## src/include/prot_pkg.sv

```systemverilog
// Shared constants and carrier types for the two-cell protection state logic
package prot_pkg;

  // Core clock rate
  localparam real CLK_MHZ = 200.0;

  // Width of every delay counter and of every delay limit
  localparam int TW = 24;

  // Delay times in their own units, figures as printed
  localparam real T_EDC_DET_MS = 12.0;
  localparam real T_EDC_REL_MS = 1.2;
  localparam real T_SC_DET_US  = 300.0;
  localparam real T_ECC_DET_MS = 8.0;
  localparam real T_ECC_REL_MS = 1.2;
  // Plain defaults for delays whose typical value is not given here
  localparam real T_OC_DET_MS  = 1.0;
  localparam real T_OC_REL_MS  = 0.1;
  localparam real T_OD_DET_MS  = 20.0;
  localparam real T_OD_REL_MS  = 1.0;

  // Cycle counts derived from the times and the clock rate
  localparam int CYC_EDC_DET = int'(T_EDC_DET_MS * 1000.0 * CLK_MHZ);
  localparam int CYC_EDC_REL = int'(T_EDC_REL_MS * 1000.0 * CLK_MHZ);
  localparam int CYC_SC_DET  = int'(T_SC_DET_US * CLK_MHZ);
  localparam int CYC_ECC_DET = int'(T_ECC_DET_MS * 1000.0 * CLK_MHZ);
  localparam int CYC_ECC_REL = int'(T_ECC_REL_MS * 1000.0 * CLK_MHZ);
  localparam int CYC_OC_DET  = int'(T_OC_DET_MS * 1000.0 * CLK_MHZ);
  localparam int CYC_OC_REL  = int'(T_OC_REL_MS * 1000.0 * CLK_MHZ);
  localparam int CYC_OD_DET  = int'(T_OD_DET_MS * 1000.0 * CLK_MHZ);
  localparam int CYC_OD_REL  = int'(T_OD_REL_MS * 1000.0 * CLK_MHZ);

  // Divisor applied to shortenable delays in delay-shorten test mode
  localparam int DS_DIV_DEF = 16;

  // Timer slots
  localparam int TI_OC_DET  = 0;
  localparam int TI_OC_REL  = 1;
  localparam int TI_OD_DET  = 2;
  localparam int TI_OD_REL  = 3;
  localparam int TI_EDC_DET = 4;
  localparam int TI_EDC_REL = 5;
  localparam int TI_SC_DET  = 6;
  localparam int TI_ECC_DET = 7;
  localparam int TI_ECC_REL = 8;
  localparam int NTIMERS    = 9;

  // Values after reset: no fault, both FETs on
  localparam logic RST_GATE_ON = 1'b1;
  localparam logic RST_FAULT   = 1'b0;

  // Version options
  typedef enum logic [1:0] {VER_A, VER_B, VER_C, VER_D} version_t;

  // Comparator results and straps, all from the analog side
  typedef struct packed {
    logic       upper_cell_underv_detector;
    logic       lower_cell_underv_detector;
    logic       upper_cell_overv_detector;
    logic       lower_cell_overv_detector;
    logic       discharge_overcurrent_detector;
    logic       short_detector;
    logic       charge_overcurrent_detector;
    logic       delay_shorten_test;
    logic       charger_present;
    logic       pack_above_underv;
    logic       upper_cell_release_ok;
    logic       lower_cell_release_ok;
    logic       cell_at_zero;
    logic       zero_charge_ok;
    logic [1:0] version_sel;
  } pin_in_t;

  // Latched fault states
  typedef struct packed {
    logic overcharge;
    logic overdischarge;
    logic excess_discharge;
    logic short_circuit;
    logic excess_charge;
  } fault_t;

  // Gate and control outputs
  typedef struct packed {
    logic charge_gate_on;
    logic discharge_gate_on;
    logic load_pulldown_on;
    logic standby_req;
  } gate_out_t;

endpackage : prot_pkg

```

## src/two_cell_protection_fsm.sv

```systemverilog
// Protection state logic for a two-cell lithium pack: fault latches and FET gates
`timescale 1ns/1ps
// How it works
// Either cell under-voltage for detect delay turns discharge gate off.
// Over-discharge with charger clears once pack supply rises above threshold.
// Charger attached with both cells above threshold clears over-discharge at once.
// Hysteresis option releases over-discharge when both cells reach release voltage.
// Cell at zero volts: charge gate on when charger meets zero-volt minimum.
// Over-discharge needs condition held for full delay; early recovery cancels it.
// Over-discharge release waits its own fixed delay.
// Over-discharge latched raises the standby request.
// Excess discharge and short detection run only with both gates on.
// Load pin above current or short threshold starts matching path; gate off.
// Early recovery below excess-current threshold keeps gate on; release has delay.
// Short path turns discharge off after its own shorter delay.
// Load-pin pull-down on only while excess discharge or short is latched.
// Load pin back near ground after fault turns discharge gate on again.
// Excess-current delay shorter than over-discharge; together ends in excess-current.
// Both gates on and load pin low: excess charge turns charge gate off.
// Excess charge detection filtered by delay; release has its own delay.
// Excess charge clears only with charger removed and load connected.
// Charge gate on and test voltage present shortens over-charge/discharge delays.
// Options A and B: latched over-charge keeps charge gate off regardless.
// Option A: over-discharge may follow over-charge; each output on its own delay.
// Option B: latched over-discharge holds even if other cell over-charges.
// Either cell over-voltage for detect delay latches over-charge; charge gate off.
// Excess discharge: 12 ms detect, 1.2 ms release.
// Short circuit: 300 us detect.
// Excess charge: 8 ms detect, 1.2 ms release.
// Every delay is a counter that restarts when its condition drops.
// Comparator inputs pass a two-flop synchroniser first.
module two_cell_protection_fsm
  import prot_pkg::*;
#(
  parameter int OC_DET_CYC  = CYC_OC_DET,
  parameter int OC_REL_CYC  = CYC_OC_REL,
  parameter int OD_DET_CYC  = CYC_OD_DET,
  parameter int OD_REL_CYC  = CYC_OD_REL,
  parameter int EDC_DET_CYC = CYC_EDC_DET,
  parameter int EDC_REL_CYC = CYC_EDC_REL,
  parameter int SC_DET_CYC  = CYC_SC_DET,
  parameter int ECC_DET_CYC = CYC_ECC_DET,
  parameter int ECC_REL_CYC = CYC_ECC_REL,
  parameter int DS_DIV      = DS_DIV_DEF
) (
  input  wire logic      core_clk,
  input  wire logic      reset,
  input  wire pin_in_t   pins_in,
  output gate_out_t      gates_out
);

  // Elaboration checks: every count must fit the counters and be nonzero
  localparam int TMAX = (1 << TW) - 1;

  generate
    if (OC_DET_CYC < 1 || OC_DET_CYC > TMAX) begin : g_bad_oc_det
      $error("OC_DET_CYC out of range");
    end
    if (OC_REL_CYC < 1 || OC_REL_CYC > TMAX) begin : g_bad_oc_rel
      $error("OC_REL_CYC out of range");
    end
    if (OD_DET_CYC < 1 || OD_DET_CYC > TMAX) begin : g_bad_od_det
      $error("OD_DET_CYC out of range");
    end
    if (OD_REL_CYC < 1 || OD_REL_CYC > TMAX) begin : g_bad_od_rel
      $error("OD_REL_CYC out of range");
    end
    if (EDC_DET_CYC < 1 || EDC_DET_CYC > TMAX) begin : g_bad_edc_det
      $error("EDC_DET_CYC out of range");
    end
    if (EDC_REL_CYC < 1 || EDC_REL_CYC > TMAX) begin : g_bad_edc_rel
      $error("EDC_REL_CYC out of range");
    end
    if (SC_DET_CYC < 1 || SC_DET_CYC >= EDC_DET_CYC) begin : g_bad_sc_det
      $error("SC_DET_CYC must be nonzero and below EDC_DET_CYC");
    end
    if (ECC_DET_CYC < 1 || ECC_DET_CYC > TMAX) begin : g_bad_ecc_det
      $error("ECC_DET_CYC out of range");
    end
    if (ECC_REL_CYC < 1 || ECC_REL_CYC > TMAX) begin : g_bad_ecc_rel
      $error("ECC_REL_CYC out of range");
    end
    if (EDC_DET_CYC >= OD_DET_CYC) begin : g_bad_order
      $error("EDC_DET_CYC must be below OD_DET_CYC");
    end
    if (DS_DIV < 1) begin : g_bad_div
      $error("DS_DIV must be at least 1");
    end
  endgenerate

  // Full and shortened limits, shortened ones never below one cycle
  localparam logic [TW-1:0] L_OC_DET  = TW'(OC_DET_CYC);
  localparam logic [TW-1:0] L_OC_REL  = TW'(OC_REL_CYC);
  localparam logic [TW-1:0] L_OD_DET  = TW'(OD_DET_CYC);
  localparam logic [TW-1:0] L_OD_REL  = TW'(OD_REL_CYC);
  localparam logic [TW-1:0] S_OC_DET  = TW'((OC_DET_CYC / DS_DIV) > 0 ? OC_DET_CYC / DS_DIV : 1);
  localparam logic [TW-1:0] S_OC_REL  = TW'((OC_REL_CYC / DS_DIV) > 0 ? OC_REL_CYC / DS_DIV : 1);
  localparam logic [TW-1:0] S_OD_DET  = TW'((OD_DET_CYC / DS_DIV) > 0 ? OD_DET_CYC / DS_DIV : 1);
  localparam logic [TW-1:0] S_OD_REL  = TW'((OD_REL_CYC / DS_DIV) > 0 ? OD_REL_CYC / DS_DIV : 1);
  localparam logic [TW-1:0] L_EDC_DET = TW'(EDC_DET_CYC);
  localparam logic [TW-1:0] L_EDC_REL = TW'(EDC_REL_CYC);
  localparam logic [TW-1:0] L_SC_DET  = TW'(SC_DET_CYC);
  localparam logic [TW-1:0] L_ECC_DET = TW'(ECC_DET_CYC);
  localparam logic [TW-1:0] L_ECC_REL = TW'(ECC_REL_CYC);

  // Module state: latched faults and registered outputs
  typedef struct packed {
    fault_t    fault;
    gate_out_t gates;
  } prot_state_t;

  prot_state_t state_reg;
  prot_state_t state_next;

  pin_in_t       pin_s;
  logic          shorten;
  version_t      version;
  logic          any_uv;
  logic          any_ov;
  logic          both_on;
  logic          load_seen;
  logic          ab_option;
  logic [NTIMERS-1:0] tcond;
  logic [NTIMERS-1:0] tdone;
  logic [TW-1:0]      tlim [NTIMERS];

  // Comparator levels come from the analog domain
  cond_sync #(
    .WIDTH ($bits(pin_in_t))
  ) u_sync (
    .core_clk (core_clk),
    .reset    (reset),
    .async_in (pins_in),
    .sync_out (pin_s)
  );

  // Decoded levels used across the state logic
  always_comb begin
    version   = version_t'(pin_s.version_sel);
    ab_option = (version == VER_A) || (version == VER_B);
    any_uv    = pin_s.upper_cell_underv_detector | pin_s.lower_cell_underv_detector;
    any_ov    = pin_s.upper_cell_overv_detector | pin_s.lower_cell_overv_detector;
    both_on   = state_reg.gates.charge_gate_on & state_reg.gates.discharge_gate_on;
    // A load lifts the load pin over the excess-current threshold
    load_seen = pin_s.discharge_overcurrent_detector;
    // Test mode only counts while the charge gate is on
    shorten   = state_reg.gates.charge_gate_on & pin_s.delay_shorten_test;
  end

  // Conditions each delay filter watches; a filter restarts when its condition drops
  always_comb begin
    tcond = '0;
    // Over-charge detect and release
    tcond[TI_OC_DET] = !state_reg.fault.overcharge && any_ov;
    tcond[TI_OC_REL] = state_reg.fault.overcharge && !any_ov
                       && !pin_s.charger_present && load_seen;
    // Over-discharge: held off while a current fault owns the discharge gate
    tcond[TI_OD_DET] = !state_reg.fault.overdischarge && any_uv
                       && !state_reg.fault.excess_discharge
                       && !state_reg.fault.short_circuit
                       && (!state_reg.fault.overcharge || version == VER_A);
    tcond[TI_OD_REL] = state_reg.fault.overdischarge
                       && ((pin_s.charger_present && pin_s.pack_above_underv)
                           || (version == VER_A && pin_s.upper_cell_release_ok
                               && pin_s.lower_cell_release_ok))
                       && !(version == VER_B && any_ov);
    // Discharge-current detect paths only armed with both gates on
    tcond[TI_EDC_DET] = both_on && pin_s.discharge_overcurrent_detector
                        && !pin_s.short_detector;
    tcond[TI_SC_DET]  = both_on && pin_s.short_detector;
    tcond[TI_EDC_REL] = (state_reg.fault.excess_discharge
                         || state_reg.fault.short_circuit)
                        && !pin_s.discharge_overcurrent_detector;
    // Excess charge current
    tcond[TI_ECC_DET] = both_on && pin_s.charge_overcurrent_detector;
    tcond[TI_ECC_REL] = state_reg.fault.excess_charge
                        && !pin_s.charger_present && load_seen;
  end

  // Limits; only the over-charge and over-discharge delays shrink in test mode
  always_comb begin
    tlim[TI_OC_DET]  = shorten ? S_OC_DET : L_OC_DET;
    tlim[TI_OC_REL]  = shorten ? S_OC_REL : L_OC_REL;
    tlim[TI_OD_DET]  = shorten ? S_OD_DET : L_OD_DET;
    tlim[TI_OD_REL]  = shorten ? S_OD_REL : L_OD_REL;
    tlim[TI_EDC_DET] = L_EDC_DET;
    tlim[TI_EDC_REL] = L_EDC_REL;
    tlim[TI_SC_DET]  = L_SC_DET;
    tlim[TI_ECC_DET] = L_ECC_DET;
    tlim[TI_ECC_REL] = L_ECC_REL;
  end

  // One counter per delay
  generate
    for (genvar i = 0; i < NTIMERS; i++) begin : g_timer
      delay_timer u_timer (
        .core_clk (core_clk),
        .reset    (reset),
        .cond     (tcond[i]),
        .limit    (tlim[i]),
        .done     (tdone[i])
      );
    end
  endgenerate

  // Fault latches and gate outputs
  always_comb begin
    state_next = state_reg;

    // Over-charge latch
    if (tdone[TI_OC_DET]) begin
      state_next.fault.overcharge = 1'b1;
    end else if (tdone[TI_OC_REL]) begin
      state_next.fault.overcharge = 1'b0;
    end

    // Over-discharge: timed detect, timed or immediate release
    if (tdone[TI_OD_DET]) begin
      state_next.fault.overdischarge = 1'b1;
    end else if (state_reg.fault.overdischarge && pin_s.charger_present
                 && !any_uv && !(version == VER_B && any_ov)) begin
      state_next.fault.overdischarge = 1'b0;
    end else if (tdone[TI_OD_REL]) begin
      state_next.fault.overdischarge = 1'b0;
    end

    // Excess discharge and short share the release filter
    if (tdone[TI_SC_DET]) begin
      state_next.fault.short_circuit = 1'b1;
    end else if (tdone[TI_EDC_REL]) begin
      state_next.fault.short_circuit = 1'b0;
    end
    if (tdone[TI_EDC_DET]) begin
      state_next.fault.excess_discharge = 1'b1;
    end else if (tdone[TI_EDC_REL]) begin
      state_next.fault.excess_discharge = 1'b0;
    end

    // Excess charge
    if (tdone[TI_ECC_DET]) begin
      state_next.fault.excess_charge = 1'b1;
    end else if (tdone[TI_ECC_REL]) begin
      state_next.fault.excess_charge = 1'b0;
    end

    // Charge gate: over-charge dominates in options A and B
    state_next.gates.charge_gate_on = !state_next.fault.overcharge
                                      && !state_next.fault.excess_charge;
    if (state_next.fault.overcharge && ab_option) begin
      state_next.gates.charge_gate_on = 1'b0;
    end else if (pin_s.cell_at_zero) begin
      state_next.gates.charge_gate_on = pin_s.zero_charge_ok
                                        && !state_next.fault.excess_charge;
    end

    // Discharge gate off for any discharge-side fault
    state_next.gates.discharge_gate_on = !state_next.fault.overdischarge
                                         && !state_next.fault.excess_discharge
                                         && !state_next.fault.short_circuit;

    // Pull-down only while a current fault is latched
    state_next.gates.load_pulldown_on = state_next.fault.excess_discharge
                                        || state_next.fault.short_circuit;

    // Standby follows over-discharge
    state_next.gates.standby_req = state_next.fault.overdischarge;
  end

  // State register; synchronous reset to the no-fault state
  always_ff @(posedge core_clk) begin
    if (reset) begin
      state_reg.fault                   <= '{default: RST_FAULT};
      state_reg.gates.charge_gate_on    <= RST_GATE_ON;
      state_reg.gates.discharge_gate_on <= RST_GATE_ON;
      state_reg.gates.load_pulldown_on  <= RST_FAULT;
      state_reg.gates.standby_req       <= RST_FAULT;
    end else begin
      state_reg <= state_next;
    end
  end

  // Outputs straight from the state register
  assign gates_out = state_reg.gates;

endmodule : two_cell_protection_fsm

```

## src/cond_sync.sv

```systemverilog
// Two-flop synchroniser for a vector of asynchronous comparator levels
`timescale 1ns/1ps
module cond_sync #(
  parameter int WIDTH = 8
) (
  input  wire logic             core_clk,
  input  wire logic             reset,
  input  wire logic [WIDTH-1:0] async_in,
  output logic      [WIDTH-1:0] sync_out
);

  generate
    if (WIDTH < 1) begin : g_bad_width
      $error("cond_sync: WIDTH must be at least 1");
    end
  endgenerate

  typedef struct packed {
    logic [WIDTH-1:0] meta;
    logic [WIDTH-1:0] stable;
  } sync_state_t;

  sync_state_t state_reg;
  sync_state_t state_next;

  // First stage feeds only the second stage
  always_comb begin
    state_next        = state_reg;
    state_next.meta   = async_in;
    state_next.stable = state_reg.meta;
  end

  always_ff @(posedge core_clk) begin
    if (reset) begin
      state_reg <= '0;
    end else begin
      state_reg <= state_next;
    end
  end

  assign sync_out = state_reg.stable;

endmodule : cond_sync

```

## src/delay_timer.sv

```systemverilog
// Persistence filter: pulses once a condition has held for a set number of cycles
`timescale 1ns/1ps
module delay_timer
  import prot_pkg::*;
(
  input  wire logic          core_clk,
  input  wire logic          reset,
  input  wire logic          cond,
  input  wire logic [TW-1:0] limit,
  output logic               done
);

  typedef struct packed {
    logic [TW-1:0] count;
    logic          done;
  } timer_state_t;

  timer_state_t state_reg;
  timer_state_t state_next;

  // Any drop of the condition restarts the count
  always_comb begin
    state_next      = state_reg;
    state_next.done = 1'b0;
    if (!cond) begin
      state_next.count = '0;
    end else if (state_reg.count >= limit - TW'(1)) begin
      state_next.done  = 1'b1;
      state_next.count = '0;
    end else begin
      state_next.count = state_reg.count + TW'(1);
    end
  end

  always_ff @(posedge core_clk) begin
    if (reset) begin
      state_reg <= '0;
    end else begin
      state_reg <= state_next;
    end
  end

  assign done = state_reg.done;

endmodule : delay_timer

```

## config.mk

```make
export PLATFORM = sky130hd
export DESIGN_NAME = two_cell_protection_fsm
export DESIGN_NICKNAME = d
export VERILOG_FILES = /design/src/include/prot_pkg.sv /design/src/two_cell_protection_fsm.sv /design/src/cond_sync.sv /design/src/delay_timer.sv
export SDC_FILE = /design/constraint.sdc
export NUM_CORES = 1
export LEC_CHECK = 0
export ABC_AREA = 0
export BUFFER_PORTS_ARGS = -buffer_cell sky130_fd_sc_hd__buf_2
export CAP_MARGIN = 20
export CORE_ASPECT_RATIO = 0.6
export CORE_MARGIN = 2
export CORE_UTILIZATION = 30
export DETAILED_ROUTE_END_ITERATION = 7
export HOLD_SLACK_MARGIN = 0.08
export PLACE_DENSITY_LB_ADDON = 0.08
export RECOVER_POWER = 25
export SETUP_SLACK_MARGIN = 0.1
export SKIP_CTS_REPAIR_TIMING = 1
export SYNTH_ARGS = -nofsm -noshare
export SYNTH_HDL_FRONTEND = slang
export SYNTH_SLANG_ARGS = --single-unit
```

## constraint.sdc

```tcl
create_clock -name core_clk -period 5.9 [get_ports core_clk]
set_input_delay 0.295 -clock core_clk [delete_from_list [all_inputs] [get_ports core_clk]]
set_output_delay 0.295 -clock core_clk [all_outputs]
set_load 0.02 [all_outputs]
```

==> results.yml <==
placement:
  port_buffers: 21
  hpwl_um: 15900
  gp_congestion: 0.762
power:
  switching_share_pct: 21.4
  power_mw: 3.76
  irDropWorstVdd_v: 0.000174
  seqPwrFrac_pct: 48.8
  cell_internal_pwr_mw: 2.95
  p_leak_nw: 4.43
  clockPowerShare_pct: 48.9
  powerDensity_nw_per_um2: 293
  switchingPower_mw: 0.804
  power_frac_comb_pct: 2.3
drt:
  viasPerCell: 4.53
  firstDrtPassIters: 4
  wirelength_um: 23500
  vias: 7943
  drt-initial-drc-count: 440
  post_drt_wl_per_cell_um: 13.4
  ant_nets: 0
  drc: 0
synthesis:
  ys_warn_count: 0
  synth_largest_area_cell: "dfxtp_1"
  synthArstFlopShare_pct: 0
  synth_edf_count: 0
  seq_area_frac_synth_pct: 48.1
  synth.area.top_cells: "dfxtp_1 (48%), xor2_1 (6.3%), nor2_1 (6.0%)"
  yosysUniqueCellTypes: 74
  synth_top_cell_area_share_pct: 48.1
  synth_area_um2: 11000
  ys_seq_elements: 265
  synthFlopType: "dfxtp_1"
  syn_inst: 1185
  avgSynthCellArea_um2: 9.31
global_routing:
  grt_max_degree: 46
  grt_pass1_wl_um: 39600
  antenna_found_initial: 1
  grt_pass1_vias: 7494
  grt_usage_pct: 12.5
  globalRoute.totalOverflow: 0
min_path:
  worstHoldEndpoint: "u_sync.sync_out[9]$_SDFF_PP0_"
  holdCritPathClass: "reg -> reg"
  holdPathStages: 1
  hold_path_startpoint: "u_sync.state_next[9]$_SDFF_PP0_"
run_status:
  violations: "capacitance limit, slew limit"
  status: "finished, violations left"
critical_path:
  worstRegToRegCells: 9
  critical_path_class: "reg -> reg"
  crit_path_max_fanout: 24
  r2r_slack_ns: 2.21
  startpoint: "gates_out[3]$_SDFF_PP1_"
  arrival_ns: 4.12
  rr_startpoint: "gates_out[3]$_SDFF_PP1_"
  r2r_end: "g_timer[2].u_timer.state_reg[4]$_SDFF_PP0_"
  cp-start-kind: "register"
  cp-end-kind: "register"
  critPathRequiredTime_ns: 6.33
timing:
  hold_viol: 0
  period_share_pct: 62.5
  relSlewSlack_pct: -46.5
  fin_hold_ws_ns: 0.433
  rsz0062_at_grt: "false"
  tightest_slew_ns: 2.20
  fin_worst_skew_ns: 0.0115
  totalNegativeSetupSlack_ns: 0
  finalCriticalPeriod_ns: 3.69
  slew_viol_final: 46
  setup_viol: 0
  fmax_mhz: 271
flow_run:
  maxCapViolCount: 1
layout:
  layout_commonest_cell: "dfxtp_1"
  largest_register_ffs: 216
  utilization_pct: 35.4
  finalNetCount: 1310
  drive_gt1_share_pct: 6.50
  final_cell_mix: "dfxtp_1 (265), nor2_1 (176), nand3_1 (80)"
  antennaDiodeCount: 0
  syn_to_final_growth_pct: 16.4
floorplanning:
  fp.coreArea_um2: 36300
  die_width_um: 252
  die_height_um: 153
  io_pins: 22
  start_util_pct: 30.4
  std_cell_rows: 54
  dieArea_um2: 38400
clocking:
  cts_root_buffer: "clkbuf_16"
  cts_made_buffers: 28
  cts-htree-levels: 1
  cts_tree: "built"
  cts_buffer_depth: 3
  cts_sinks: 265
  clk_pin_slew_ns: 0.06
  clk_latency_ns: 0.55
worst max-delay path: stages, from the launching register on:
cell and delay (ns):
dfxtp_1 0.70, nand2_2 0.50, inv_4 0.42, ha_1 0.17, a41o_1 0.16, a211o_1 0.12, o2111ai_1 0.12, a311oi_2 0.93
buf_4 0.34, nor4_1 0.08
power groups by stage:
stage	clock network [mW]	logic, mW	registers, mW
2_1_floorplan	0	0.0566	1.87
3_3_place_gp	0	0.0783	1.87
3_5_place_dp	0	0.0783	1.87
4_1_cts	1.91	0.0786	1.83
5_1_grt	1.99	0.0977	1.84
6_report	1.84	0.0853	1.83
Yosys cell counts, drive strengths merged, types with 3 or more instances:
cell type,instances
o221a,3
ha,38
or4,9
xor2,79
a311oi,3
nand3,80
nand4,31
a21o,3
nor2,176
o21bai,3
and4,13
a21oi,18
nor2b,34
nor3,68
nor4b,3
a31oi,6
inv,37
or3,4
buf,20
a211o,7
o2111a,3
and2,3
xnor2,75
nor4,39
nand2,55
dfxtp,265
clkbuf,25
o211a,3
o211ai,6
nand2b,3
and3,18
a2111o,3
o21ai,11
layout make-up:
cell class	instances	area, um2
Fill cell	3701	23400
Multi-Input combinational cell	881	5530
Sequential cell	265	5310
Clock buffer	43	868
Tap cell	476	596
Timing Repair Buffer	41	294
Inverter	37	141
Clock inverter	9	104
through the flow:
stage	worst slack [ns]	instances	instance area [um2]
6_report	2.21	1752	12800
2_1_floorplan	3.41	1228	11200
4_1_cts	2.17	1735	12700
3_5_place_dp	2.19	1683	11700
3_3_place_gp	2.29	1683	11700
5_1_grt	1.92	1752	12800
routing by layer:
| metal | vias to the layer above | track usage [%] | routed length [um] |
|---|---|---|---|
| met4 | 0 | 2.66 | 378 |
| met5 | - | 0 | 0 |
| met1 | 3608 | 20.0 | 13600 |
| li1 | 4250 | - | - |
| met3 | 29 | 2.72 | 783 |
| met2 | 56 | 16.5 | 8760 |
worst max-delay path by stage:
| stage | to | slack [ns] |
|---|---|---|
| 6_report | g_timer[2].u_timer.state_reg[4]$_SDFF_PP0_ | 2.21 |
| 5_1_grt | g_timer[2].u_timer.state_reg[4]$_SDFF_PP0_ | 1.92 |
| 4_1_cts | g_timer[2].u_timer.state_reg[4]$_SDFF_PP0_ | 2.17 |
| 3_5_place_dp | g_timer[2].u_timer.state_reg[7]$_SDFF_PP0_ | 2.19 |
| 3_3_place_gp | g_timer[2].u_timer.state_reg[4]$_SDFF_PP0_ | 2.29 |
| 2_1_floorplan | g_timer[3].u_timer.state_reg[15]$_SDFF_PP0_ | 3.41 |
kinds of logic (layout without fill, tap and decap cells):
family | count (synthesis) | count (layout) | share of synthesized area (%)
and+or+nand+nor | 549 | 549 | 25.1
other | 1 | 44 | 0.0340
adders and majority gates | 40 | 40 | 4.49
buffers and inverters | 82 | 130 | 3.24
DFF | 265 | 265 | 48.1
AOI/OAI and AO/OA | 94 | 94 | 6.79
xor gates and xnor gates | 154 | 154 | 12.2
No activity file was read; power rests on OpenSTA's default activity.
